--- config.mk ---
export PLATFORM = sky130hd
export DESIGN_NAME = svm_mmu_dev_flat
export DESIGN_NICKNAME = d
export VERILOG_FILES = /design/src/shared/svm_pkg.sv /design/src/shared/svm_if.sv /design/src/core/svm_perm_chk.sv /design/src/core/svm_mmu_dev.sv /design/src/flat_wrapper.sv
export VERILOG_INCLUDE_DIRS = /design/src /design/src/shared
export SDC_FILE = /design/constraint.sdc
export NUM_CORES = 1
export LEC_CHECK = 0
export BUFFER_PORTS_ARGS = -buffer_cell sky130_fd_sc_hd__buf_2
export CAP_MARGIN = 20
export CORE_MARGIN = 2
export CORE_UTILIZATION = 30
export CTS_CLUSTER_SIZE = 14
export DETAILED_ROUTE_END_ITERATION = 10
export SKIP_CTS_REPAIR_TIMING = 1
export SLEW_MARGIN = 20
export SYNTH_ARGS = -nofsm -noshare
export SYNTH_HDL_FRONTEND = slang
export SYNTH_SLANG_ARGS = --single-unit
export TNS_END_PERCENT = 10
--- constraint.sdc ---
create_clock -name clk_sys_in -period 9.4 [get_ports clk_sys_in]
set_clock_uncertainty 0.2 [all_clocks]
set_input_delay 0.47 -clock clk_sys_in [delete_from_list [all_inputs] [get_ports clk_sys_in]]
set_output_delay 0.47 -clock clk_sys_in [all_outputs]
set_load 0.03 [all_outputs]
--- src/shared/svm_params.svh ---
`ifndef SVM_PARAMS_SVH
`define SVM_PARAMS_SVH

// Page table entry flag positions
`define SVM_PTE_V         0
`define SVM_PTE_R         1
`define SVM_PTE_W         2
`define SVM_PTE_X         3
`define SVM_PTE_U         4
`define SVM_PTE_G         5
`define SVM_PTE_A         6
`define SVM_PTE_D         7
`define SVM_PTE_PPN_LSB   10
`define SVM_PTE_PPN_MSB   53

// Translation control register fields
`define SVM_CTL_PPN_MSB   43
`define SVM_CTL_TAG_LSB   44
`define SVM_CTL_TAG_MSB   59
`define SVM_CTL_MODE_LSB  60
`define SVM_CTL_MODE_MSB  63
`define SVM_CTL_RESET     64'h0000_0000_0000_0000
`define SVM_MODE_BARE     4'h0
`define SVM_MODE_PAGED39  4'h8
`define SVM_MODE_PAGED48  4'h9

// Address geometry
`define SVM_PAGE_SHIFT    12
`define SVM_VA_TOP        38
`define SVM_VPN_W         27

// Host register byte offsets
`define SVM_REG_CMD       8'h00
`define SVM_REG_ACC       8'h04
`define SVM_REG_VA_LO     8'h08
`define SVM_REG_VA_HI     8'h0C
`define SVM_REG_PTE_LO    8'h10
`define SVM_REG_PTE_HI    8'h14
`define SVM_REG_CTL_LO    8'h18
`define SVM_REG_CTL_HI    8'h1C
`define SVM_REG_SPACE     8'h20
`define SVM_REG_STATUS    8'h24
`define SVM_REG_PA_LO     8'h28
`define SVM_REG_PA_HI     8'h2C

// Command and field bits of host registers
`define SVM_CMD_ACCESS    0
`define SVM_CMD_FENCE     1
`define SVM_CMD_CTL_WR    2
`define SVM_ACC_USER      2
`define SVM_ACC_SUM       3
`define SVM_ACC_ADDR_NZ   4
`define SVM_ACC_SPACE_NZ  5
`define SVM_ACC_RESET     32'h0000_0000

`endif

--- src/shared/svm_pkg.sv ---
package svm_pkg;
  typedef enum logic [1:0] {
    SVM_FETCH,
    SVM_LOAD,
    SVM_STORE
  } svm_kind_t;

  typedef enum logic [2:0] {
    SVM_IDLE,
    SVM_ACC_REQ,
    SVM_ACC_WAIT,
    SVM_FEN_REQ,
    SVM_FEN_WAIT
  } svm_state_t;
endpackage : svm_pkg

--- src/shared/svm_if.sv ---
`timescale 1ns/1ns
interface svm_if;
  import svm_pkg::*;
  logic             req_valid;
  logic             req_ready;
  svm_kind_t        req_kind;
  logic             req_user;
  logic             req_sum;
  logic [63:0]      req_vaddr;
  logic [63:0]      req_pte;
  logic             resp_valid;
  logic             resp_fault;
  svm_kind_t        resp_cause;
  logic             resp_hit;
  logic [63:0]      resp_paddr;
  logic             fence_valid;
  logic             fence_ready;
  logic             fence_addr_nz;
  logic             fence_space_nz;
  logic [63:0]      fence_addr;
  logic [63:0]      fence_space;
  logic             fence_done;
  logic             ctl_we;
  logic [63:0]      ctl_wdata;
  logic [63:0]      ctl_rdata;

  modport dev (
    input  req_valid, req_kind, req_user, req_sum, req_vaddr, req_pte,
    output req_ready, resp_valid, resp_fault, resp_cause, resp_hit, resp_paddr,
    input  fence_valid, fence_addr_nz, fence_space_nz, fence_addr, fence_space,
    output fence_ready, fence_done,
    input  ctl_we, ctl_wdata,
    output ctl_rdata
  );

  modport core (
    output req_valid, req_kind, req_user, req_sum, req_vaddr, req_pte,
    input  req_ready, resp_valid, resp_fault, resp_cause, resp_hit, resp_paddr,
    output fence_valid, fence_addr_nz, fence_space_nz, fence_addr, fence_space,
    input  fence_ready, fence_done,
    output ctl_we, ctl_wdata,
    input  ctl_rdata
  );
endinterface : svm_if

--- src/core/svm_perm_chk.sv ---
`timescale 1ns/1ns
`include "svm_params.svh"
module svm_perm_chk (
  input  wire logic [7:0]         pte_flags_in,
  input  wire svm_pkg::svm_kind_t kind_in,
  input  wire logic               user_in,
  input  wire logic               sum_in,
  output logic                    fault_out
);
  import svm_pkg::*;

  logic v, r, w, x, u, a, d;
  assign v = pte_flags_in[`SVM_PTE_V];
  assign r = pte_flags_in[`SVM_PTE_R];
  assign w = pte_flags_in[`SVM_PTE_W];
  assign x = pte_flags_in[`SVM_PTE_X];
  assign u = pte_flags_in[`SVM_PTE_U];
  assign a = pte_flags_in[`SVM_PTE_A];
  assign d = pte_flags_in[`SVM_PTE_D];

  // Fault decode; invalid entry short-circuits so other bits never matter
  always_comb begin
    fault_out = 1'b0;
    if (!v) begin
      fault_out = 1'b1;
    end else if (w && !r) begin
      fault_out = 1'b1;
    end else if (!r && !w && !x) begin
      fault_out = 1'b1;
    end else begin
      case (kind_in)
        SVM_FETCH: fault_out = !x;
        SVM_LOAD:  fault_out = !r;
        SVM_STORE: fault_out = !w;
        default:   fault_out = 1'b1;
      endcase
      if (user_in && !u) begin
        fault_out = 1'b1;
      end
      if (!user_in && u && (kind_in == SVM_FETCH)) begin
        fault_out = 1'b1;
      end
      if (!user_in && u && (kind_in != SVM_FETCH) && !sum_in) begin
        fault_out = 1'b1;
      end
      // No hardware update of A/D: fault instead
      if (!a || ((kind_in == SVM_STORE) && !d)) begin
        fault_out = 1'b1;
      end
    end
  end
endmodule : svm_perm_chk

--- src/core/svm_mmu_dev.sv ---
`timescale 1ns/1ns
`include "svm_params.svh"
// Overview of operation
// - Invalid entry: ignore all other bits
// - XWR all clear means pointer, else leaf
// - Writable-but-unreadable entry is never valid mapping
// - Fetch without execute gives fetch fault
// - Load without read gives load fault
// - Store or atomic without write: store fault
// - Supervisor data on user page needs SUM
// - Supervisor never fetches from user page
// - No A/D update; fault on clear A, or on clear D for store
// - Software keeps D/A/U clear in pointers
// - 64-bit read/write translation control register
// - Root page number is address over 4 KiB
// - Mode zero: bare, other fields ignored
// - Mode eight is only paged scheme
// - Control write gives no ordering; fence after
// - Fence orders stores and flushes TLB entries
// - Fence acts on this hart only
// - Both operands zero: flush everything
// - Space only: flush that space, keep global
// - Address only: flush that page, all spaces
// - Both: flush page in space, keep global
// - Ignore space bits above implemented width
module svm_mmu_dev #(
  parameter int TLB_ENTRIES = 4,
  parameter int TAG_W       = 16
) (
  input  wire logic          clk_sys_in,
  input  wire logic          reset_in,
  svm_if.dev                 link,
  output logic [63:0]        ctl_out,
  output logic [TLB_ENTRIES-1:0] tlb_valid_out
);
  import svm_pkg::*;

  localparam int IDX_W = (TLB_ENTRIES > 1) ? $clog2(TLB_ENTRIES) : 1;
  localparam int VPN_W = `SVM_VPN_W;

  logic [63:0]            ctl_q;
  logic [TLB_ENTRIES-1:0] ent_valid_q;
  logic [VPN_W-1:0]       ent_vpn_q   [TLB_ENTRIES];
  logic [TAG_W-1:0]       ent_tag_q   [TLB_ENTRIES];
  logic [63:0]            ent_pte_q   [TLB_ENTRIES];
  logic [IDX_W-1:0]       fill_ptr_q;
  logic                   resp_valid_q;
  logic                   resp_fault_q;
  svm_kind_t              resp_cause_q;
  logic                   resp_hit_q;
  logic [63:0]            resp_paddr_q;
  logic                   fence_done_q;

  logic [3:0]             cur_mode;
  logic [TAG_W-1:0]       cur_tag;
  logic [TAG_W-1:0]       fence_tag;
  logic [VPN_W-1:0]       req_vpn;
  logic [VPN_W-1:0]       fence_vpn;
  logic                   bare;
  logic                   canon_ok;
  logic [TLB_ENTRIES-1:0] hit_vec;
  logic [TLB_ENTRIES-1:0] flush_vec;
  logic                   hit;
  logic [63:0]            hit_pte;
  logic [63:0]            use_pte;
  logic                   perm_fault;
  logic                   req_take;
  logic                   fence_take;
  logic [3:0]             wr_mode;

  // Entry match on page number and tag; lookups skip the tag of global entries, tag-checked fences never match them
  function automatic logic ent_match(input logic [VPN_W-1:0] ent_vpn,
                                     input logic [VPN_W-1:0] vpn,
                                     input logic             chk_vpn,
                                     input logic [TAG_W-1:0] ent_tag,
                                     input logic [TAG_W-1:0] tag,
                                     input logic             chk_tag,
                                     input logic             is_glb);
    logic vpn_ok;
    logic tag_ok;
    vpn_ok = !chk_vpn || (ent_vpn == vpn);
    tag_ok = !chk_tag || (!is_glb && (ent_tag == tag));
    return vpn_ok && tag_ok;
  endfunction : ent_match

  // Field views; only the implemented tag width is ever compared
  assign cur_mode  = ctl_q[`SVM_CTL_MODE_MSB:`SVM_CTL_MODE_LSB];
  assign cur_tag   = ctl_q[`SVM_CTL_TAG_LSB +: TAG_W];
  assign fence_tag = link.fence_space[TAG_W-1:0];
  assign req_vpn   = link.req_vaddr[`SVM_PAGE_SHIFT +: VPN_W];
  assign fence_vpn = link.fence_addr[`SVM_PAGE_SHIFT +: VPN_W];
  assign bare      = (cur_mode == `SVM_MODE_BARE);
  assign canon_ok  = (link.req_vaddr[63:`SVM_VA_TOP] == {26{link.req_vaddr[`SVM_VA_TOP]}})
                  || (link.req_vaddr[63:`SVM_VA_TOP] == 26'h000_0000);
  assign wr_mode   = link.ctl_wdata[`SVM_CTL_MODE_MSB:`SVM_CTL_MODE_LSB];

  // Fence has priority; accesses wait so the flush is seen first
  assign fence_take       = link.fence_valid;
  assign link.fence_ready = 1'b1;
  assign link.req_ready   = !link.fence_valid;
  assign req_take         = link.req_valid && link.req_ready;

  // Per-entry lookup and fence selection
  genvar gi;
  generate
    for (gi = 0; gi < TLB_ENTRIES; gi++) begin : g_ent
      assign hit_vec[gi] = ent_valid_q[gi]
                        && ent_match(ent_vpn_q[gi], req_vpn, 1'b1, ent_tag_q[gi], cur_tag,
                                     !ent_pte_q[gi][`SVM_PTE_G], 1'b0);
      assign flush_vec[gi] = ent_match(ent_vpn_q[gi], fence_vpn, link.fence_addr_nz,
                                       ent_tag_q[gi], fence_tag, link.fence_space_nz,
                                       ent_pte_q[gi][`SVM_PTE_G]);
    end
  endgenerate

  // First hitting entry supplies the cached leaf
  always_comb begin
    hit     = 1'b0;
    hit_pte = 64'h0000_0000_0000_0000;
    for (int i = 0; i < TLB_ENTRIES; i++) begin
      if (hit_vec[i] && !hit) begin
        hit     = 1'b1;
        hit_pte = ent_pte_q[i];
      end
    end
  end

  assign use_pte = hit ? hit_pte : link.req_pte;

  svm_perm_chk u_chk (
    .pte_flags_in (use_pte[7:0]),
    .kind_in      (link.req_kind),
    .user_in      (link.req_user),
    .sum_in       (link.req_sum),
    .fault_out    (perm_fault)
  );

  // Translation control; unsupported modes leave it unchanged
  always_ff @(posedge clk_sys_in) begin
    if (reset_in) begin
      ctl_q <= `SVM_CTL_RESET;
    end else if (link.ctl_we) begin
      if ((wr_mode == `SVM_MODE_BARE) || (wr_mode == `SVM_MODE_PAGED39)) begin
        ctl_q <= link.ctl_wdata;
      end
    end
  end

  // TLB contents; a control write flushes nothing by design
  always_ff @(posedge clk_sys_in) begin
    if (reset_in) begin
      ent_valid_q <= '0;
      fill_ptr_q  <= '0;
    end else if (fence_take) begin
      ent_valid_q <= ent_valid_q & ~flush_vec;
    end else if (req_take && !bare && canon_ok && !hit && !perm_fault) begin
      ent_valid_q[fill_ptr_q] <= 1'b1;
      fill_ptr_q <= (fill_ptr_q == IDX_W'(TLB_ENTRIES - 1)) ? '0 : fill_ptr_q + 1'b1;
    end
  end

  // Entry payload needs no reset; guarded by the valid bits
  always_ff @(posedge clk_sys_in) begin
    if (req_take && !fence_take && !bare && canon_ok && !hit && !perm_fault) begin
      ent_vpn_q[fill_ptr_q] <= req_vpn;
      ent_tag_q[fill_ptr_q] <= cur_tag;
      ent_pte_q[fill_ptr_q] <= link.req_pte;
    end
  end

  // Access answer, one cycle after the request is taken
  always_ff @(posedge clk_sys_in) begin
    if (reset_in) begin
      resp_valid_q <= 1'b0;
      resp_fault_q <= 1'b0;
      resp_cause_q <= SVM_FETCH;
      resp_hit_q   <= 1'b0;
      resp_paddr_q <= 64'h0000_0000_0000_0000;
    end else begin
      resp_valid_q <= req_take;
      if (req_take) begin
        resp_cause_q <= link.req_kind;
        if (bare) begin
          resp_fault_q <= 1'b0;
          resp_hit_q   <= 1'b0;
          resp_paddr_q <= link.req_vaddr;
        end else begin
          resp_fault_q <= !canon_ok || perm_fault;
          resp_hit_q   <= hit;
          resp_paddr_q <= {8'h00, use_pte[`SVM_PTE_PPN_MSB:`SVM_PTE_PPN_LSB],
                           link.req_vaddr[`SVM_PAGE_SHIFT-1:0]};
        end
      end
    end
  end

  // Fence completion pulse; local hart only
  always_ff @(posedge clk_sys_in) begin
    if (reset_in) begin
      fence_done_q <= 1'b0;
    end else begin
      fence_done_q <= fence_take;
    end
  end

  assign link.resp_valid = resp_valid_q;
  assign link.resp_fault = resp_fault_q;
  assign link.resp_cause = resp_cause_q;
  assign link.resp_hit   = resp_hit_q;
  assign link.resp_paddr = resp_paddr_q;
  assign link.fence_done = fence_done_q;
  assign link.ctl_rdata  = ctl_q;
  assign ctl_out         = ctl_q;
  assign tlb_valid_out   = ent_valid_q;
endmodule : svm_mmu_dev

--- src/flat_wrapper.sv ---
// flat-port wrapper written by rule: the top's interface ports become plain ports
module svm_mmu_dev_flat import svm_pkg::*;
#(
  parameter int TLB_ENTRIES = 4,
  parameter int TAG_W       = 16
)
  (clk_sys_in, reset_in, ctl_out, tlb_valid_out, link_req_valid, link_req_kind, link_req_user, link_req_sum, link_req_vaddr, link_req_pte, link_req_ready, link_resp_valid, link_resp_fault, link_resp_cause, link_resp_hit, link_resp_paddr, link_fence_valid, link_fence_addr_nz, link_fence_space_nz, link_fence_addr, link_fence_space, link_fence_ready, link_fence_done, link_ctl_we, link_ctl_wdata, link_ctl_rdata);
  svm_if link_i ();
  input  wire logic clk_sys_in;
  input  wire logic reset_in;
  output logic [63:0] ctl_out;
  output logic [TLB_ENTRIES-1:0] tlb_valid_out;
  input wire logic [$bits(link_i.req_valid)-1:0] link_req_valid;
  input wire logic [$bits(link_i.req_kind)-1:0] link_req_kind;
  input wire logic [$bits(link_i.req_user)-1:0] link_req_user;
  input wire logic [$bits(link_i.req_sum)-1:0] link_req_sum;
  input wire logic [$bits(link_i.req_vaddr)-1:0] link_req_vaddr;
  input wire logic [$bits(link_i.req_pte)-1:0] link_req_pte;
  output wire logic [$bits(link_i.req_ready)-1:0] link_req_ready;
  output wire logic [$bits(link_i.resp_valid)-1:0] link_resp_valid;
  output wire logic [$bits(link_i.resp_fault)-1:0] link_resp_fault;
  output wire logic [$bits(link_i.resp_cause)-1:0] link_resp_cause;
  output wire logic [$bits(link_i.resp_hit)-1:0] link_resp_hit;
  output wire logic [$bits(link_i.resp_paddr)-1:0] link_resp_paddr;
  input wire logic [$bits(link_i.fence_valid)-1:0] link_fence_valid;
  input wire logic [$bits(link_i.fence_addr_nz)-1:0] link_fence_addr_nz;
  input wire logic [$bits(link_i.fence_space_nz)-1:0] link_fence_space_nz;
  input wire logic [$bits(link_i.fence_addr)-1:0] link_fence_addr;
  input wire logic [$bits(link_i.fence_space)-1:0] link_fence_space;
  output wire logic [$bits(link_i.fence_ready)-1:0] link_fence_ready;
  output wire logic [$bits(link_i.fence_done)-1:0] link_fence_done;
  input wire logic [$bits(link_i.ctl_we)-1:0] link_ctl_we;
  input wire logic [$bits(link_i.ctl_wdata)-1:0] link_ctl_wdata;
  output wire logic [$bits(link_i.ctl_rdata)-1:0] link_ctl_rdata;
  assign link_i.req_valid = link_req_valid;
  assign link_i.req_kind = link_req_kind;
  assign link_i.req_user = link_req_user;
  assign link_i.req_sum = link_req_sum;
  assign link_i.req_vaddr = link_req_vaddr;
  assign link_i.req_pte = link_req_pte;
  assign link_req_ready = link_i.req_ready;
  assign link_resp_valid = link_i.resp_valid;
  assign link_resp_fault = link_i.resp_fault;
  assign link_resp_cause = link_i.resp_cause;
  assign link_resp_hit = link_i.resp_hit;
  assign link_resp_paddr = link_i.resp_paddr;
  assign link_i.fence_valid = link_fence_valid;
  assign link_i.fence_addr_nz = link_fence_addr_nz;
  assign link_i.fence_space_nz = link_fence_space_nz;
  assign link_i.fence_addr = link_fence_addr;
  assign link_i.fence_space = link_fence_space;
  assign link_fence_ready = link_i.fence_ready;
  assign link_fence_done = link_i.fence_done;
  assign link_i.ctl_we = link_ctl_we;
  assign link_i.ctl_wdata = link_ctl_wdata;
  assign link_ctl_rdata = link_i.ctl_rdata;
  svm_mmu_dev #(.TLB_ENTRIES(TLB_ENTRIES), .TAG_W(TAG_W)) u_core (.clk_sys_in(clk_sys_in), .reset_in(reset_in), .link(link_i), .ctl_out(ctl_out), .tlb_valid_out(tlb_valid_out));
endmodule
==> run metrics <==
status=complete, but fails checks; violated checks=negative hold slack; grt ovf=0; switching portion of total power=0.240; Final setup viols=0; Worst Hold Class=in -> reg; Comb pwr share=0.081; leak pwr=11.0 nW; Arr. time, crit path=about 5.9 ns; #FFs+latches synth=520; CP cell instances=xor2_1, nor4_1, a41o_1, and3_2, buf_4, nand2_1, a311oi_2, a2bb2oi_2, and4_1, nand2_1, nor2_4, buf_12; Tot GR Track Use=0.184; Final Non-Filler Cells=between 3,000 and 4,000; Worst Path Buf+Inv=2; crit end category=flop; vias per cell=~5; Crit Path Class=reg -> reg; std cell rows=about 100; nets=between 2,000 and 3,000; CTS Root Cell=clkbuf_16; GP Congestion=0.932; DP HPWL=approximately 54,000 microns; CTS tree=yes; clk sinks=520; Synth Warn #=0; Internal Power=a little under 4 mW; initial antenna violation count=14; Die Area=about 81,000 sq um; clk slew on worst S/H paths=0.06 ns; Initial Util=0.304; Worst slew margin=0.272; Final Critical Period=about 5.8 ns; Starting DRT DRC Count=1,464; startpoint type of the worst setup path=flop; CTS Buf Count=60; hold_ws=-0.0160 ns; sequential share of the synthesized area=0.603; Post-synth EDFFs=380; Slew Limit Fails=0; CP max FO=75; Peak VDD IR=0.143 mV; Ports=about 540; DP Cell Count=3,306; cell mode on critical path=nand2_1; wire per inst=22.0 microns; vias=about 18,000; number of global-route vias before repair=approximately 17,000; final WL=about 79,000 microns; maximum clock insertion buffer count=3; Worst path top cell family by delay=simple AND/OR/NAND/NOR gates; post-route setup slack=3.56 ns; core area=slightly below 80,000 sq um; port bufs=roughly 440; Worst R2R Setup Slack=roughly 3.6 ns; Syn Inst Count=about 2,000; pwr/cell area=176 nW/um^2; first-pass GRT wire length=113,000 microns; Die H=~280 microns; final cycle utilization of the critical path=0.621; Yosys cell types=65; Post-DRT Antenna Nets=0; H-tree Lvls=2; setup total negative slack=0 ns; Pre-antenna DRT Iters=5; layout cells sized above 1=0.231; Post-Syn Nets=~2,300; Highest Clock Rate=~170 MHz; Synth Flop Type=edfxtp_1; fin util=0.382; sequential share of power=0.477; Worst Tran Pin Value=1.09 ns; Worst-Skew Late Latency=around 0.65 ns; die width=roughly 280 microns; FFs w/ async S/R, synth=0; Post-route DRC=0; sw power=about 1.3 mW; Mean Syn Cell Area=~12 sq um; final hold viol count=1; Syn-to-layout area delta=25.9%; pin count of the biggest net entering global routing=81; Place WS=3.52 ns; RSZ-0062 raised after global routing=no; Max stage delay on crit path=between 0.6 and 0.7 ns; clock power share=0.442; max_cap viols=0; Worst EP required=roughly 9.4 ns; Post-Syn Area=23,600 sq um; CP max-delay cell=dfxtp_1
==> area by class of cell <==
type                    instances  area (sq um)
inverters                      13          48.8
flip-flops and latches        520         14200
repair buffers                606          3860
multi-input cells            1276          8270
diodes                          7          17.5
well taps                    1040          1300
clock buffers                  90          1770
fillers                      7625         47900
clock inverters                22           206
==> worst reg2reg max path, delay by kind of cell (launching register included) <==
family	cells	cell delay (ns)
buf+inv	2	1.07
flops	1	0.69
xor+xnor	1	0.14
compound gates	3	1.02
simple gates	6	2.23
==> path summary, 6_finish.rpt <==
path,start,to,cells past startpoint
hold / removal,link_req_vaddr[53],u_core.link.resp_paddr[53]$_SDFFE_PP0P_,3
hold reg to reg,u_core.link.resp_paddr[56]$_SDFFE_PP0P_,u_core.link.resp_paddr[56]$_SDFFE_PP0P_,2
setup reg to reg,u_core.ctl_out[44]$_SDFFE_PP0P_,u_core.ent_pte_q[2][45]$_DFFE_PP_,12
setup / recovery,u_core.ctl_out[44]$_SDFFE_PP0P_,u_core.ent_pte_q[2][45]$_DFFE_PP_,12
==> power by group through the flow <==
| stage | sequential, mW | combinational [mW] | clock (mW) |
|---|---|---|---|
| floorplan | 2.58 | 0.163 | 0 |
| global placement | 2.54 | 0.364 | 0 |
| detailed placement | 2.54 | 0.369 | 0 |
| CTS | 2.49 | 0.370 | 2.37 |
| global route | 2.49 | 0.451 | 2.46 |
| finish | 2.49 | 0.422 | 2.31 |
==> Yosys cell counts (35+ instances only) <==
master | count | share of area
nor2_1 | 92 | 0.015
a21oi_1 | 106 | 0.023
clkbuf_1 | 69 | 0.011
o21ai_0 | 67 | 0.014
nand2_1 | 241 | 0.038
nand3_1 | 35 | 0.0074
nor3_1 | 54 | 0.011
o211ai_1 | 78 | 0.025
buf_4 | 67 | 0.021
xnor2_1 | 166 | 0.062
buf_2 | 47 | 0.010
dfxtp_1 | 140 | 0.12
mux2i_1 | 48 | 0.020
nor4_1 | 50 | 0.013
xor2_1 | 176 | 0.065
nand4_1 | 54 | 0.014
edfxtp_1 | 380 | 0.48
==> kinds of logic (layout without fill, tap and decap cells) <==
kind of cell             Yosys count  count (layout)  share of synthesized area
AND/OR/NAND/NOR                  561             561                      0.113
XOR/XNOR                         344             344                      0.128
AO/OA/AOI/OAI                    316             316                     0.0833
buffers and inverters            213             731                     0.0490
adder cells (fa/ha/maj)            5               5                    0.00265
multiplexers                      49              49                     0.0209
flip-flops                       520             520                      0.603
other                              1               8                   0.000159
==> sequential cells by signal (all words and copies together), names as in the netlist, 2 cells and up <==
name                    flops
u_core.ctl_out             64
u_core.ent_pte_q          208
u_core.ent_tag_q           64
u_core.ent_vpn_q          108
u_core.fill_ptr_q           2
u_core.link.resp_cause      2
u_core.link.resp_paddr     64
u_core.tlb_valid_out        4
==> through the flow <==
stage / hold WS (ns) / cell area, sq um / power, mW
CTS: -0.194 / 28200 / 5.23
detailed placement: 0.243 / 26200 / 2.91
finish: -0.0160 / 29700 / 5.23
floorplan: 0.283 / 23600 / 2.74
global placement: 0.241 / 26200 / 2.90
global route: 0.000438 / 29700 / 5.41
==> per-layer routing <==
metal,global-route usage,share of wire,vias to the layer above
met4,0.0500,0.024,16
met1,0.257,0.44,8784
li1,-,-,8088
met3,0.0379,0.066,127
met5,0,0.0014,-
met2,0.289,0.46,652
==> layout by cell type (no fill, tap or decap), types with 54 or more instances in the layout <==
master / synthesis / final
nor2_1: 92 / 88
clkbuf_16: 0 / 61
dfxtp_1: 140 / 140
o211ai_1: 78 / 78
edfxtp_1: 380 / 380
nor3_1: 54 / 54
nand2_1: 241 / 240
o21ai_0: 67 / 67
buf_2: 47 / 435
xor2_1: 176 / 176
dlygate4sd3_1: 0 / 149
nand4_1: 54 / 54
xnor2_1: 166 / 166
a21oi_1: 106 / 106
Note: power is estimated with default switching activity, not from simulation.
